--- src/pwg_pkg.sv ---
package pwg_pkg;

  // register indices; the byte address on the bus is four times the index
  localparam logic [9:0] IDX_PERIOD_LOW  = 10'h0a0;
  localparam logic [9:0] IDX_PERIOD_HIGH = 10'h0a1;
  localparam logic [9:0] IDX_DUTY_LOW    = 10'h0a2;
  localparam logic [9:0] IDX_DUTY_HIGH   = 10'h0a3;
  localparam logic [9:0] IDX_COUNT_LOW   = 10'h0a4;
  localparam logic [9:0] IDX_COUNT_HIGH  = 10'h0a5;
  localparam logic [9:0] IDX_CONTROL0    = 10'h0a6;
  localparam logic [9:0] IDX_CONTROL1    = 10'h0a7;

  // reset values
  localparam logic [15:0] RST_PERIOD   = 16'hffff;
  localparam logic [15:0] RST_DUTY     = 16'h0000;
  localparam logic [15:0] RST_COUNT    = 16'h0000;
  localparam logic [7:0]  RST_CONTROL0 = 8'h00;
  localparam logic        RST_RUN      = 1'b0;
  localparam logic        RST_STATUS   = 1'b0;
  localparam logic        RST_FLAG     = 1'b1;

  // smallest value the period shadow may hold
  localparam logic [15:0] PERIOD_FLOOR = 16'h0001;

  // first control register fields
  localparam int CTL0_CLK_SEL_LSB = 0;
  localparam int CTL0_IRQ_SEL_LSB = 2;
  localparam int CTL0_POLARITY    = 4;

  // second control register fields
  localparam int CTL1_RUN    = 0;
  localparam int CTL1_FLAG   = 6;
  localparam int CTL1_STATUS = 7;

  // count clock select codes
  localparam logic [1:0] CLK_SEL_LOW_SPEED = 2'h0;
  localparam logic [1:0] CLK_SEL_TIMEBASE  = 2'h1;
  localparam logic [1:0] CLK_SEL_EXTERNAL  = 2'h3;

  // pin mode code that selects the modulator as the tertiary function
  localparam logic PIN_MODE_UPPER_PWM = 1'b1;
  localparam logic PIN_MODE_LOWER_PWM = 1'b0;

  typedef enum logic [1:0] {
    IRQ_ON_PERIOD = 2'h0,
    IRQ_ON_DUTY   = 2'h1
  } pwg_irq_sel_e;

  typedef struct packed {
    logic        cyc;
    logic        stb;
    logic        we;
    logic [11:0] adr;
    logic [3:0]  sel;
    logic [31:0] dat;
  } pwg_wb_req_s;

  typedef struct packed {
    logic        ack;
    logic [31:0] dat;
  } pwg_wb_rsp_s;

  typedef struct packed {
    logic modeUpper;
    logic modeLower;
    logic portValue;
  } pwg_pin_cfg_s;

endpackage

--- src/pwg_pwm_generator.sv ---
`timescale 1ns/1ps
// Functional notes
// - run set: status on first fall, count second
// - duty match clears flag next fall
// - period match sets flag, counter wraps zero
// - period match loads both shadow values
// - run cleared: one more fall counted, stop
// - restart resumes from retained counter value
// - counter write clears counter, sets flag
// - writes while stopped go straight to shadows
// - output period is period setting plus one
// - duty portion is duty setting plus one
// - first interrupt may slip; later fixed
// - interrupt possible during final stopping count
// - first control picks clock, irq point, polarity
// - pin port value ignored under modulator function
// - clock select codes; code 10 stays inactive
// - irq point: period, duty, or both
// - positive idles high, negative starts low
// - low counter read latches high byte
module pwg_pwm_generator
  import pwg_pkg::*;
(
  input  wire logic         clk,
  input  wire logic         arst_n,
  input  wire pwg_wb_req_s  wbReq,
  output pwg_wb_rsp_s       wbRsp,
  input  wire logic         lowSpeedClock,
  input  wire logic         highSpeedTimebaseClock,
  input  wire logic         externalClock,
  input  wire pwg_pin_cfg_s firstPinCfg,
  input  wire pwg_pin_cfg_s secondPinCfg,
  output logic              modulatorOutput,
  output logic              firstOutputPin,
  output logic              secondOutputPin,
  output logic              modulatorIrq
);

  // the period shadow never holds zero
  function automatic logic [15:0] periodLoad(input logic [15:0] value);
    periodLoad = (value == 16'h0000) ? PERIOD_FLOOR : value;
  endfunction

  function automatic logic pinIsPwm(input pwg_pin_cfg_s cfg);
    pinIsPwm = (cfg.modeUpper == PIN_MODE_UPPER_PWM) && (cfg.modeLower == PIN_MODE_LOWER_PWM);
  endfunction

  logic [15:0] periodSetting;
  logic [15:0] dutySetting;
  logic [15:0] periodShadow;
  logic [15:0] dutyShadow;
  logic [15:0] counter;
  logic [7:0]  counterHighLatch;
  logic [7:0]  control0;
  logic        runRequest;
  logic        countActiveStatus;
  logic        outputFlag;
  logic        countClock;
  logic        countClockPrev;
  logic        countFall;
  logic        countStep;
  logic        periodMatch;
  logic        dutyMatch;
  logic        irqEvent;
  logic        busReq;
  logic        busWrite;
  logic        busRead;
  logic [9:0]  busIndex;
  logic [7:0]  wrByte;
  logic        wrPeriodLow;
  logic        wrPeriodHigh;
  logic        wrDutyLow;
  logic        wrDutyHigh;
  logic        wrCounter;
  logic        wrControl0;
  logic        wrControl1;
  logic [7:0]  next_rdByte;
  logic [1:0]  clockSelect;
  logic [1:0]  irqSelect;
  logic        negPolarity;

  assign clockSelect = control0[CTL0_CLK_SEL_LSB +: 2];
  assign irqSelect   = control0[CTL0_IRQ_SEL_LSB +: 2];
  assign negPolarity = control0[CTL0_POLARITY];

  // count clock source select
  always_comb
  begin
    countClock = 1'b0;
    if (clockSelect == CLK_SEL_LOW_SPEED)
    begin
      countClock = lowSpeedClock;
    end
    else if (clockSelect == CLK_SEL_TIMEBASE)
    begin
      countClock = highSpeedTimebaseClock;
    end
    else if (clockSelect == CLK_SEL_EXTERNAL)
    begin
      countClock = externalClock;
    end
  end

  always_ff @(posedge clk or negedge arst_n)
  begin
    if (!arst_n)
    begin
      countClockPrev <= 1'b0;
    end
    else
    begin
      countClockPrev <= countClock;
    end
  end

  // a source switch may fake one fall; software changes the source while stopped
  assign countFall = countClockPrev && !countClock;
  assign countStep = countFall && countActiveStatus;
  assign periodMatch = countStep && (counter == periodShadow);
  assign dutyMatch   = countStep && (counter == dutyShadow);

  // bus decode; a write takes effect at the edge where ack is seen high
  assign busReq   = wbReq.cyc && wbReq.stb;
  assign busIndex = wbReq.adr[11:2];
  assign busWrite = busReq && wbReq.we && wbRsp.ack && wbReq.sel[0];
  assign busRead  = busReq && !wbReq.we && !wbRsp.ack;
  assign wrByte   = wbReq.dat[7:0];

  assign wrPeriodLow  = busWrite && (busIndex == IDX_PERIOD_LOW);
  assign wrPeriodHigh = busWrite && (busIndex == IDX_PERIOD_HIGH);
  assign wrDutyLow    = busWrite && (busIndex == IDX_DUTY_LOW);
  assign wrDutyHigh   = busWrite && (busIndex == IDX_DUTY_HIGH);
  assign wrCounter    = busWrite && ((busIndex == IDX_COUNT_LOW) || (busIndex == IDX_COUNT_HIGH));
  assign wrControl0   = busWrite && (busIndex == IDX_CONTROL0);
  assign wrControl1   = busWrite && (busIndex == IDX_CONTROL1);

  always_comb
  begin
    next_rdByte = 8'h00;
    if (busIndex == IDX_PERIOD_LOW)
    begin
      next_rdByte = periodSetting[7:0];
    end
    else if (busIndex == IDX_PERIOD_HIGH)
    begin
      next_rdByte = periodSetting[15:8];
    end
    else if (busIndex == IDX_DUTY_LOW)
    begin
      next_rdByte = dutySetting[7:0];
    end
    else if (busIndex == IDX_DUTY_HIGH)
    begin
      next_rdByte = dutySetting[15:8];
    end
    else if (busIndex == IDX_COUNT_LOW)
    begin
      next_rdByte = counter[7:0];
    end
    else if (busIndex == IDX_COUNT_HIGH)
    begin
      next_rdByte = counterHighLatch;
    end
    else if (busIndex == IDX_CONTROL0)
    begin
      next_rdByte = control0;
    end
    else if (busIndex == IDX_CONTROL1)
    begin
      next_rdByte = {countActiveStatus, outputFlag, 5'h00, runRequest};
    end
  end

  // bus answer: ack one cycle after the request, dropped the cycle after
  always_ff @(posedge clk or negedge arst_n)
  begin
    if (!arst_n)
    begin
      wbRsp <= '0;
    end
    else
    begin
      wbRsp.ack <= busReq && !wbRsp.ack;
      wbRsp.dat <= busRead ? {24'h000000, next_rdByte} : 32'h00000000;
    end
  end

  always_ff @(posedge clk or negedge arst_n)
  begin
    if (!arst_n)
    begin
      counterHighLatch <= 8'h00;
    end
    else if (busRead && (busIndex == IDX_COUNT_LOW))
    begin
      counterHighLatch <= counter[15:8];
    end
  end

  // settings and control
  always_ff @(posedge clk or negedge arst_n)
  begin
    if (!arst_n)
    begin
      periodSetting <= RST_PERIOD;
      dutySetting   <= RST_DUTY;
      control0      <= RST_CONTROL0;
      runRequest    <= RST_RUN;
    end
    else
    begin
      if (wrPeriodLow)
        periodSetting[7:0] <= wrByte;
      if (wrPeriodHigh)
        periodSetting[15:8] <= wrByte;
      if (wrDutyLow)
        dutySetting[7:0] <= wrByte;
      if (wrDutyHigh)
        dutySetting[15:8] <= wrByte;
      if (wrControl0)
        control0 <= wrByte;
      if (wrControl1)
        runRequest <= wrByte[CTL1_RUN];
    end
  end

  // shadows: straight through while stopped, else loaded at the period match
  always_ff @(posedge clk or negedge arst_n)
  begin
    if (!arst_n)
    begin
      periodShadow <= RST_PERIOD;
      dutyShadow   <= RST_DUTY;
    end
    else if (!countActiveStatus)
    begin
      if (wrPeriodLow)
      begin
        periodShadow <= periodLoad({periodSetting[15:8], wrByte});
      end
      else if (wrPeriodHigh)
      begin
        periodShadow <= periodLoad({wrByte, periodSetting[7:0]});
      end
      if (wrDutyLow)
      begin
        dutyShadow <= {dutySetting[15:8], wrByte};
      end
      else if (wrDutyHigh)
      begin
        dutyShadow <= {wrByte, dutySetting[7:0]};
      end
    end
    else if (periodMatch)
    begin
      periodShadow <= periodLoad(periodSetting);
      dutyShadow   <= dutySetting;
    end
  end

  // status: armed by the first fall after run, dropped by the fall after run clears
  always_ff @(posedge clk or negedge arst_n)
  begin
    if (!arst_n)
    begin
      countActiveStatus <= RST_STATUS;
    end
    else if (countFall)
    begin
      if (!countActiveStatus && runRequest)
      begin
        countActiveStatus <= 1'b1;
      end
      else if (countActiveStatus && !runRequest)
      begin
        countActiveStatus <= 1'b0;
      end
    end
  end

  // counter; a bus write outranks a fall in the same cycle
  always_ff @(posedge clk or negedge arst_n)
  begin
    if (!arst_n)
    begin
      counter <= RST_COUNT;
    end
    else if (wrCounter || periodMatch)
    begin
      counter <= 16'h0000;
    end
    else if (countStep)
    begin
      counter <= counter + 16'h0001;
    end
  end

  // output flag; hardware events outrank a software write to the flag bit
  always_ff @(posedge clk or negedge arst_n)
  begin
    if (!arst_n)
    begin
      outputFlag <= RST_FLAG;
    end
    else if (wrCounter || periodMatch)
    begin
      outputFlag <= 1'b1;
    end
    else if (dutyMatch)
    begin
      outputFlag <= 1'b0;
    end
    else if (wrControl1)
    begin
      outputFlag <= wrByte[CTL1_FLAG];
    end
  end

  assign irqEvent = irqSelect[1] ? (periodMatch || dutyMatch)
                  : ((irqSelect == IRQ_ON_DUTY) ? dutyMatch : periodMatch);

  // matches still count during the final stopping step, so an irq may follow
  always_ff @(posedge clk or negedge arst_n)
  begin
    if (!arst_n)
    begin
      modulatorIrq <= 1'b0;
    end
    else
    begin
      modulatorIrq <= irqEvent;
    end
  end

  // pins
  always_ff @(posedge clk or negedge arst_n)
  begin
    if (!arst_n)
    begin
      modulatorOutput <= RST_FLAG;
      firstOutputPin  <= 1'b0;
      secondOutputPin <= 1'b0;
    end
    else
    begin
      modulatorOutput <= outputFlag ^ negPolarity;
      firstOutputPin  <= pinIsPwm(firstPinCfg) ? (outputFlag ^ negPolarity)
                                                : firstPinCfg.portValue;
      secondOutputPin <= pinIsPwm(secondPinCfg) ? (outputFlag ^ negPolarity)
                                                 : secondPinCfg.portValue;
    end
  end

endmodule

--- config.mk ---
export PLATFORM = sky130hd
export DESIGN_NAME = pwg_pwm_generator
export DESIGN_NICKNAME = d
export VERILOG_FILES = /design/src/pwg_pkg.sv /design/src/pwg_pwm_generator.sv
export SDC_FILE = /design/constraint.sdc
export NUM_CORES = 1
export LEC_CHECK = 0
export ABC_AREA = 1
export BUFFER_PORTS_ARGS = -buffer_cell sky130_fd_sc_hd__buf_2
export CORE_MARGIN = 5
export CORE_UTILIZATION = 58
export DETAILED_ROUTE_END_ITERATION = 7
export GPL_ROUTABILITY_DRIVEN = 1
export MAX_ROUTING_LAYER = met4
export PLACE_DENSITY = 0.83
export SYNTH_ARGS = -nofsm -noshare
export SYNTH_HDL_FRONTEND = slang
export SYNTH_SLANG_ARGS = --single-unit
--- constraint.sdc ---
create_clock -name clk -period 2.4 [get_ports clk]
set_input_delay 0.72 -clock clk [delete_from_list [all_inputs] [get_ports clk]]
set_output_delay 0.72 -clock clk [all_outputs]
set_load 0.05 [all_outputs]
; ---- Word level (Yosys, flattened, before mapping)
; Cells that the tools add are included.
[totals]
ff_bits = 113
input_bits = 62
word_cells = 114
[op_classes]
add_sub_neg = 1
eq_ne = 14
n_mux = 34
bitwise_logic = 3
n_reduce_logical = 43
[ops]
columns = op, count
row1 = 16-bit 2-to-1 mux, 13
row2 = 10-bit by 8-bit == test with 1-bit output (second input constant), 8
row3 = 8-bit 2-to-1 mux, 9
row4 = 16-bit zero test, 3
row5 = 16-bit == test, 2
row6 = 1-bit logical AND, 23
row7 = 16-bit by 1-bit adder with 16-bit output (second input constant), 1
row8 = 1-bit 2-to-1 mux, 12
row9 = 3-bit nonzero test, 3
row10 = 2-bit AND reduction, 3
row11 = 1-bit zero test, 5
row12 = 2-bit by 1-bit == test with 1-bit output (second input constant), 2
row13 = 2-bit nonzero test, 2
row14 = 1-bit logical OR, 3
row15 = 2-bit == test (second input constant), 1
row16 = 2-bit zero test, 1
row17 = 2-bit by 1-bit != test with 1-bit output (second input constant), 1
row18 = 1-bit NOT, 2
row19 = 1-bit XOR, 1

; ---- Logic depth before layout (Yosys ltp)
; Gate-level depths: netlist of the first run.
[logic_depth]
depth_word = 10
depth_mapped = 12
mapped_depth_nobuf = 12

; ---- Worst setup path after synthesis of the first run
; No wires, ideal clock.
[synth_path]
path_type = in2reg
startpoint = input wbReq[45] (netlist name)
endpoint = register dutyShadow[10]
arrival_time_ps = 1878
setup_slack_ps = 405
cell_stages = 10
cell_sequence = nand2_1 -> nor2_2 -> nand2_1 -> nor2_4 -> nand2_2 -> nand3_4 -> nand2_4 -> buf_6 -> nand2_1 -> nand2_1
[synth_via]
elab_chain_len = 4
word_cells_on_any_way = 8
classes_between = eq/ne: 2 / mux: 2 / reduce/logical: 4
[synth_lines]
columns = element, line
row1 = "start, declared", pwg_pwm_generator.sv:26  ; input wire pwg_wb_req_s wbReq,
row2 = 10-bit by 8-bit == test with 1-bit output (on tied branches), "pwg_pwm_generator.sv:131, pwg_pwm_generator.sv:132"
row3 = 1-bit logical AND (on tied branches), "pwg_pwm_generator.sv:131, pwg_pwm_generator.sv:132"
row4 = 3-bit nonzero test (no source line) or 16-bit 2-to-1 mux (tied branches), n/a
row5 = 2-bit AND reduction (no source line) or 16-bit 2-to-1 mux (tied branches), n/a
row6 = "end signal, assigned", pwg_pwm_generator.sv:247  ; dutyShadow <= {dutySetting[15:8], wrByte};
row7 = "end signal, assigned", pwg_pwm_generator.sv:251  ; dutyShadow <= {wrByte, dutySetting[7:0]};
row8 = "end signal, assigned", pwg_pwm_generator.sv:257  ; dutyShadow <= dutySetting;
row9 = "end, declared", pwg_pwm_generator.sv:51  ; logic [15:0] dutyShadow;
; Several ways; a longest one is shown, not always the timed one.
; A chain may end at the register's enable or synchronous reset.

; ---- Worst setup path after layout of the first run
[layout_path]
startpoint = register control0[1]
endpoint = register periodShadow[3]
[layout_via]
elab_chain_len = 10
word_cells_on_any_way = 12
classes_between = eq/ne: 3 / mux: 3 / reduce/logical: 6
[layout_lines]
columns = element, line
row1 = "start, declared", pwg_pwm_generator.sv:54  ; logic [7:0] control0;
row2 = "start signal, assigned", pwg_pwm_generator.sv:221  ; control0 <= wrByte;
row3 = 2-bit == test, pwg_pwm_generator.sv:98  ; else if (clockSelect == CLK_SEL_EXTERNAL)
row4 = 1-bit 2-to-1 mux, pwg_pwm_generator.sv:98
row5 = 1-bit 2-to-1 mux, pwg_pwm_generator.sv:94  ; else if (clockSelect == CLK_SEL_TIMEBASE)
row6 = 1-bit 2-to-1 mux (*), pwg_pwm_generator.sv:90  ; if (clockSelect == CLK_SEL_LOW_SPEED)
row7 = 1-bit zero test (*), pwg_pwm_generator.sv:117  ; assign countFall = countClockPrev && !countClock;
row8 = 1-bit logical AND (*), pwg_pwm_generator.sv:117
row9 = 1-bit logical AND (*), pwg_pwm_generator.sv:118  ; assign countStep = countFall && countActiveStatus;
row10 = 1-bit logical AND (*), pwg_pwm_generator.sv:119  ; assign periodMatch = countStep && (counter == periodShadow);
row11 = 2-bit by 1-bit != test with 1-bit output (no source line) (*), n/a
row12 = 2-bit AND reduction (no source line) (*), n/a
row13 = "end signal, assigned", pwg_pwm_generator.sv:239  ; periodShadow <= periodLoad({periodSetting[15:8], wrByte});
row14 = "end signal, assigned", pwg_pwm_generator.sv:243  ; periodShadow <= periodLoad({wrByte, periodSetting[7:0]});
row15 = "end signal, assigned", pwg_pwm_generator.sv:256  ; periodShadow <= periodLoad(periodSetting);
row16 = "end, declared", pwg_pwm_generator.sv:50  ; logic [15:0] periodShadow;
; Every way passes the cells marked *; elsewhere a longest branch is shown, timed or not.

==> reports/results.txt, run 1 <==
Worst Setup Start Kind: flop
Max Root-Sink Buffers: 2
area of the mapped netlist: 0.00674 mm^2
CP required: 2750 ps
DRT iter0 DRCs: 586
largest net degree at the start of global routing: 49
routed vias: 6109
drt drc: 0
status: finished, final reports clean
DIE WIDTH: 118 um
R2R Path End: periodShadow[3]$_DFFE_PN1P_
Synth Area in XOR/XNOR: 5.85%
R2R setup slack: 430 ps
post-synth top area cell: dfrtp_1
# setup viols final: 0
Final Hold Fails: 0
period utilization: 81.9%
Via density: 5.54
Worst EP arrival: 2310 ps
number of global-route vias before repair: 5810
highest metal used: met4
setup TNS: 0 ps
DR WL met2: 8080 um
main combinational cell family by area after synthesis: simple AND/OR/NAND/NOR gates
count leader, synth: nand2_1
Die H: 118 um
RSZ-0062 raised after global routing: false
layout cell share with drive strength beyond 1: 18.9%
wire length per cell: 16.4 um
post-cts sizing count: 0
Final Net Count: 1011
postcts setup bufs: 0
sequential share of the synthesized area: 42.6%
Compound-Gate Fraction of Synth Area: 7.41%
Adder-Cell Fraction of Synth Area: 0.371%
cells after synthesis: 889
peak supply drop: 0.804 mV
# diodes: 0
IO Pins: 99
simple-gate share of the synthesized area: 33.8%
total gr overflow: 0
initial antenna violation count: 0
kind of critical path: flop to flop
first-pass GRT wire length: 29500 um
number of synthesized flops with an enable pin: 0
Hold Buf Count CTS: 0
DRT Pass-1 Iters: 5
PwrDens: 890 mW/mm^2
drt total wl: 18100 um
most common flop cell mapped by yosys: dfrtp_1
min cycle time layout: 1970 ps
final worst setup slack: 435 ps
Setup Slack @ Placement: 71.1 ps
post-detail-place hpwl: 13200 um
post-synth cell types: 37
Port Buf Inserts: 45
Crit. End Element: flop
Metal-1 WL: 7400 um
row cnt: 39
Synth area leaders: dfrtp_1, nand2_1, dfstp_2, nand3_1, o21ai_0
post-synthesis mux area share: 0.334%
final weighted congestion in routability-driven placement: 1.00
synthesis warning total: 0
Post-synth top cells: nand2_1, nand3_1, dfrtp_1
hold crit path type: input pin to async pin
CTS root buf: clkbuf_16
Max-slew headroom: 49.3%
reg-to-reg startpoint: control0[1]$_DFFE_PN0P_
# Max-Cap Violations: 0
met3 wire len: 1690 um
Die ar.: 0.0139 mm^2
count of pins over their slew limit: 0
Synth top area share: 29.3%
Clock Sinks: 113
crit-path max FO: 16
H-tree depth: 4
Leak Pwr: 3.79 nW
Synth Register Bits: 113
Final Util: 67.2%
Syn Area/Cell: 7.58 um^2
Least-Margin Pin Slew: 760 ps
Final ANT Viol Nets: 0
clock transition at the registers of the reported paths: 50 ps
Async S/R FF share, synth: 100%
CTS buffer count: 17
R2R depth: 8
clk_skew: 6.80 ps
core area: 0.0114 mm^2
max frequency: 0.509 GHz
CTS tree: built
Worst-Skew Late Latency: 420 ps
Initial Util: 59.0%
synthesis-to-finish area growth: 13.9%
Global Route Usage Sum: 27.6%
-- critical path, stage by stage (launching register included) --
cell,delay (ps)
dfrtp_1,440
o211ai_1,240
nand3_1,250
nor2_2,210
nand3_2,170
nand2_4,170
nand2_2,210
nand2_1,140
nand2_1,60
-- area by class of cell --
cell class	count	area [um^2]
flip-flops and latches	113	2870
well taps	143	179
multi-input cells	666	3310
inverters	75	282
clock buffers	19	453
fillers	929	3740
clock inverters	13	113
repair buffers	74	470
-- kinds of logic (layout without fill, tap and decap cells) --
kind of cell	after synthesis	count (layout)
adders and majority gates	2	2
and+or+nand+nor	496	496
buffers and inverters	133	181
other	1	24
xor gates and xnor gates	45	45
muxes	2	2
DFF	113	113
AOI/OAI and AO/OA	97	97
-- cell usage in the layout, fill, tap and decap left out, types with 7 or more instances in the layout --
cell / instances
dfstp_2: 34
nor2_2: 8
a21oi_1: 22
nand2_1: 258
xor2_1: 25
clkbuf_16: 17
and2_1: 8
dfrtp_1: 79
nand3_1: 86
buf_2: 44
o21ai_0: 61
conb_1: 24
xnor2_1: 20
buf_4: 28
nand2_4: 7
nand4_1: 28
o21ai_1: 9
nor2_1: 68
nor3_1: 14
inv_1: 68
-- report_power, final --
group          switching, mW  internal, mW
logic                  0.991         0.661
registers              0.487          2.30
clock network          0.919          1.47
-- routing by layer --
| metal | vias to the layer above | GRT usage, % |
|---|---|---|
| met4 | 0 | 15.3 |
| met3 | 72 | 8.94 |
| met2 | 304 | 39.4 |
| li1 | 2928 | - |
| met1 | 2805 | 34.6 |
| met5 | - | - |
-- flip-flops by register name, summed over array words and instances, names as in the netlist --
| register | flops |
|---|---|
| control0 | 8 |
| counterHighLatch | 8 |
| periodSetting | 16 |
| wbRsp | 9 |
| periodShadow | 16 |
| modulatorOutput | 1 |
| counter | 16 |
| dutyShadow | 16 |
| dutySetting | 16 |
| countActiveStatus | 1 |
| modulatorIrq | 1 |
| outputFlag | 1 |
| countClockPrev | 1 |
| runRequest | 1 |
| secondOutputPin | 1 |
| firstOutputPin | 1 |
-- per-stage QoR --
step	cell area, um^2	power (mW)	hold slack (ps)	instances
after floorplan	6820	3.99	424	912
after global placement	7110	4.37	457	1071
after detailed placement	7110	4.43	462	1071
after CTS	7670	6.82	252	1103
after global routing	7670	7.17	270	1103
final	7670	6.83	239	1103
-- how the worst max path moves through the flow --
stage | start | end | slack (ps) | cells after the start
2_1_floorplan | wbReq[45] | dutyShadow[10]$_DFFE_PN0P_ | 410 | 10
6_report | control0[1]$_DFFE_PN0P_ | periodShadow[3]$_DFFE_PN1P_ | 430 | 8
3_3_place_gp | wbReq[47] | periodShadow[4]$_DFFE_PN1P_ | 100 | 11
3_5_place_dp | wbReq[47] | periodShadow[3]$_DFFE_PN1P_ | 70 | 11
4_1_cts | control0[1]$_DFFE_PN0P_ | periodShadow[3]$_DFFE_PN1P_ | 440 | 8
5_1_grt | control0[1]$_DFFE_PN0P_ | dutyShadow[10]$_DFFE_PN0P_ | 270 | 8
Power figures use the tool's default switching activity.
==> inputs of run 2 (changes only) <==
- ABC_AREA: 1 -> 0
- CORE_UTILIZATION: 58 -> 52
- PLACE_DENSITY: 0.83 -> 0.79
- clock period: 2.4 -> 1.7 ns (I/O delays scaled with it)
==> reports/results.txt, run 2 <==
# setup viols final: 71
Post-synth top cells: mux2_2, dfrtp_1, dfstp_2
Crit. End Element: flop
IO Pins: 99
Synth area leaders: dfrtp_1, mux2_2, dfstp_2, xor2_1, buf_4
Least-Margin Pin Slew: 570 ps
Final ANT Viol Nets: 0
Final Hold Fails: 0
H-tree depth: 4
kind of critical path: flop to flop
# diodes: 0
core area: 0.0119 mm^2
post-detail-place hpwl: 13600 um
Worst-Skew Late Latency: 420 ps
CTS buffer count: 17
Die ar.: 0.0143 mm^2
drt drc: 0
Global Route Usage Sum: 28.1%
min cycle time layout: 2330 ps
wire length per cell: 22.4 um
Async S/R FF share, synth: 100%
Worst EP arrival: 2630 ps
synthesis-to-finish area growth: 36.4%
peak supply drop: 1.11 mV
clk_skew: 7.52 ps
Final Net Count: 752
# Max-Cap Violations: 0
Port Buf Inserts: 45
routed vias: 4979
DRT Pass-1 Iters: 6
cells after synthesis: 529
Via density: 5.87
failing checks: setup timing
Leak Pwr: 4.16 nW
most frequent cells in the layout: buf_4, dfrtp_1, mux2_2, mux2_4, buf_2
number of synthesized flops with an enable pin: 0
drt total wl: 19000 um
Max Root-Sink Buffers: 2
synthesis warning total: 0
sequential share of the synthesized area: 45.8%
status: finished with violations
clock transition at the registers of the reported paths: 50 ps
DRT iter0 DRCs: 421
row cnt: 40
DIE WIDTH: 120 um
Setup Slack @ Placement: -736 ps
area of the mapped netlist: 0.00626 mm^2
CTS tree: built
Die H: 120 um
count leader, synth: mux2_2
max frequency: 0.429 GHz
total gr overflow: 0
Initial Util: 52.6%
most common flop cell mapped by yosys: dfrtp_1
post-synth top area cell: dfrtp_1
RSZ-0062 raised after global routing: true
final worst setup slack: -630 ps
Clock Sinks: 113
period utilization: 137%
CP required: 2000 ps
PwrDens: 791 mW/mm^2
initial antenna violation count: 0
CTS root buf: clkbuf_16
Max-slew headroom: 62.0%
final weighted congestion in routability-driven placement: 0.959
Synth Register Bits: 113
Final Util: 71.8%
Synth top area share: 31.6%
post-synth cell types: 63
first-pass GRT wire length: 29700 um
crit-path max FO: 16
number of global-route vias before repair: 5155
Worst Setup Start Kind: flop
largest net degree at the start of global routing: 46
count of pins over their slew limit: 0
Syn Area/Cell: 11.8 um^2
hold crit path type: input pin to flop
layout cell share with drive strength beyond 1: 54.5%
commonest non-fill, non-tap cell in the layout: buf_4
[run 2: cells by family (layout without fill, tap and decap cells)]
group	count (synthesis)	after routing	synth area share, %
compound gates	60	60	6.81
buf+inv	58	207	5.37
other cells	1	24	0.0599
simple gates	122	122	11.6
flops	113	113	45.8
xor+xnor	47	47	6.57
mux	126	126	23.4
fa+ha+maj	2	2	0.399
[run 2: path summary, 6_finish.rpt]
kind / slack (ps) / cells after the start / start / endpoint
max in group asynchronous: 590 / 3 / arst_n / periodShadow[1]$_DFFE_PN1P_
worst min-delay path: 330 / 2 / secondPinCfg[0] / secondOutputPin$_DFF_PN0_
worst max register to register: -630 / 8 / periodShadow[5]$_DFFE_PN1P_ / dutyShadow[1]$_DFFE_PN0P_
worst min register to register: 510 / 1 / dutyShadow[6]$_DFFE_PN0P_ / dutyShadow[6]$_DFFE_PN0P_
min in group asynchronous: 520 / 2 / arst_n / wbRsp[0]$_DFF_PN0_
worst max-delay path: -630 / 8 / periodShadow[5]$_DFFE_PN1P_ / dutyShadow[1]$_DFFE_PN0P_
[run 2: layer usage]
metal / routed length, um / track usage (%) / part of all wire [%]
met2: 9350 / 44.6 / 49
met1: 7820 / 36.0 / 41
met3: 1270 / 6.03 / 6.7
met5: 0 / - / 0
met4: 570 / 9.74 / 3.0
[run 2: what timing repair did]
action / in CTS / in global routing
resized for setup: 36 / 41
endpoints found under the setup margin: 78 / 82
pin swaps: 16 / 8
buffers inserted: 11 / 4
gates cloned: 2 / 1
hold endpoints to repair: 1 / 0
hold buffers: 1 / 0
[run 2: area by class of cell]
class / instances / area (um^2)
multi-input cells: 381 / 3470
fillers: 755 / 3360
flip-flops and latches: 113 / 2870
repair buffers: 172 / 1410
clock buffers: 27 / 523
well taps: 147 / 184
clock inverters: 5 / 75.1
inverters: 3 / 11.3
[run 2: critical path, cell delays in order (launching register included)]
cell	delay (ps)
dfstp_2	580
xnor2_2	120
nand4_1	160
nor4_2	350
buf_4	180
nand2b_4	70
a22oi_4	210
buf_12	180
mux2_2	350
[run 2: where the power goes]
part	internal, mW	switching (mW)	total (mW)
combinational	0.142	0.344	0.486
clock	2.38	1.18	3.56
sequential	2.71	0.00337	2.71
total	5.23	1.53	6.76
[run 2: through the flow]
step | instances | setup TNS, ps | power, mW | hold WS [ps] | instance area [um^2]
4_1_cts | 844 | -21390 | 6.79 | 311 | 8370
3_3_place_gp | 799 | -49240 | 3.20 | 399 | 7460
2_1_floorplan | 552 | -31530 | 3.04 | 214 | 6480
6_report | 848 | -28560 | 6.76 | 329 | 8550
5_1_grt | 848 | -32100 | 6.95 | 316 | 8550
3_5_place_dp | 799 | -51090 | 3.21 | 407 | 7460
==> inputs of run 3 (changes only) <==
- CORE_ASPECT_RATIO: not set -> 1.25
==> reports/results.txt, run 3 (synthesis results as in run 2) <==
crit-path max FO: 8
R2R setup slack: -620 ps
non-filler cells, final: 860
peak supply drop: 0.705 mV
clock transition at the registers of the reported paths: 60 ps
min cycle time layout: 2320 ps
Final ANT Viol Nets: 0
most frequent cells in the layout: buf_4, dfrtp_1, mux2_4, mux2_2, buf_2
GR met3 Demand/Resource: 5.26%
Worst-Skew Late Latency: 410 ps
Global Route Usage Sum: 29.9%
final weighted congestion in routability-driven placement: 0.926
drt total wl: 21100 um
Max-slew headroom: 59.6%
Least-Margin Pin Slew: 606 ps
placed cells: 807
Final Cell Area: 0.00863 mm^2
period utilization: 137%
row cnt: 44
Final Hold Fails: 0
synthesis-to-finish area growth: 37.7%
count of pins over their slew limit: 0
clk_skew: 7.67 ps
CTS buffer count: 17
placed cell area: 0.00744 mm^2
initial antenna violation count: 1
commonest non-fill, non-tap cell in the layout: buf_4
layout cell share with drive strength beyond 1: 57.0%
wire length per cell: 24.5 um
PwrDens: 794 mW/mm^2
Worst EP arrival: 2610 ps
Initial Util: 53.4%
max frequency: 0.431 GHz
core area: 0.0117 mm^2
Via density: 6.01
total gr overflow: 0
DRT iter0 DRCs: 436
largest net degree at the start of global routing: 37
Port Buf Inserts: 45
Max Root-Sink Buffers: 2
RSZ-0062 raised after global routing: true
Die H: 133 um
Worst Setup Start Kind: flop
met1 Use GR: 33.6%
Crit. End Element: flop
failing checks: setup timing
drt drc: 0
post-detail-place hpwl: 13500 um
kind of critical path: flop to flop
CTS root buf: clkbuf_16
DIE WIDTH: 108 um
IO Pins: 99
Setup Slack @ Placement: -666 ps
Die ar.: 0.0144 mm^2
Clock Sinks: 113
number of global-route vias before repair: 5497
H-tree depth: 4
final worst setup slack: -622 ps
DRT Pass-1 Iters: 6
hold crit path type: input pin to async pin
status: finished with violations
# Max-Cap Violations: 0
routed vias: 5168
Final Net Count: 749
CP required: 1990 ps
# setup viols final: 82
GR Layer Usage met2: 48.5%
GRT Max-Usage Layer: met2
Leak Pwr: 4.15 nW
CTS tree: built
first-pass GRT wire length: 31200 um
-- run 3: worst max-delay path, cell delays in order, from the launching register on --
cell       delay, ps
dfstp_2          600
xnor2_2          130
nand4_1          130
nor4_2           330
buf_4            180
nand2b_4          70
a22oi_4          240
clkbuf_16        220
mux2_4           300
-- run 3: path summary, 6_finish.rpt --
path / from / end / cells after the start
max: periodShadow[4]$_DFFE_PN1P_ / dutyShadow[14]$_DFFE_PN0P_ / 8
min reg2reg: control0[7]$_DFFE_PN0P_ / control0[7]$_DFFE_PN0P_ / 1
max reg2reg: periodShadow[4]$_DFFE_PN1P_ / dutyShadow[14]$_DFFE_PN0P_ / 8
min: arst_n / wbRsp[32]$_DFF_PN0_ / 1
min in group clk: secondPinCfg[0] / secondOutputPin$_DFF_PN0_ / 2
max in group asynchronous: arst_n / periodSetting[12]$_DFFE_PN1P_ / 2
-- run 3: layout make-up --
| cell class | count | area, um^2 |
|---|---|---|
| fill | 718 | 3100 |
| timing repair buffer | 169 | 1380 |
| antenna | 1 | 2.50 |
| clock inverter | 14 | 165 |
| clock buffer | 18 | 429 |
| tap | 161 | 201 |
| sequential | 113 | 2870 |
| inverter | 3 | 13.8 |
| multi-input combinational | 381 | 3560 |
-- run 3: per-stage QoR --
stage          util (%)  power (mW)  hold WS [ps]  setup TNS (ps)
2_1_floorplan         -        3.04           214          -31530
3_3_place_gp       63.5        3.20           452          -47370
3_5_place_dp       63.5        3.21           455          -51280
4_1_cts            72.7        6.81          18.6          -27000
5_1_grt            73.6        6.99          41.5          -33330
6_report           73.6        6.85          21.6          -29970
-- run 3: what timing repair did --
| action | 4_1_cts | 5_1_grt |
|---|---|---|
| hold buffers | 0 | 0 |
| hold endpoints to repair | 0 | 0 |
| gates cloned | 3 | 0 |
| setup endpoints to repair | 83 | 90 |
| resized for setup | 64 | 42 |
| buffers inserted | 18 | 5 |
| pin swaps | 12 | 9 |
-- run 3: metal layers --
layer	routed length (um)	vias up
met4	1630	0
met5	0	-
li1	-	2171
met2	10500	315
met3	1470	131
met1	7440	2551
-- run 3: report_power, final --
part | total, mW | switching, mW | internal [mW]
combinational | 0.500 | 0.350 | 0.150
sequential | 2.71 | 0.00363 | 2.70
clock | 3.64 | 1.34 | 2.30
total | 6.85 | 1.70 | 5.15
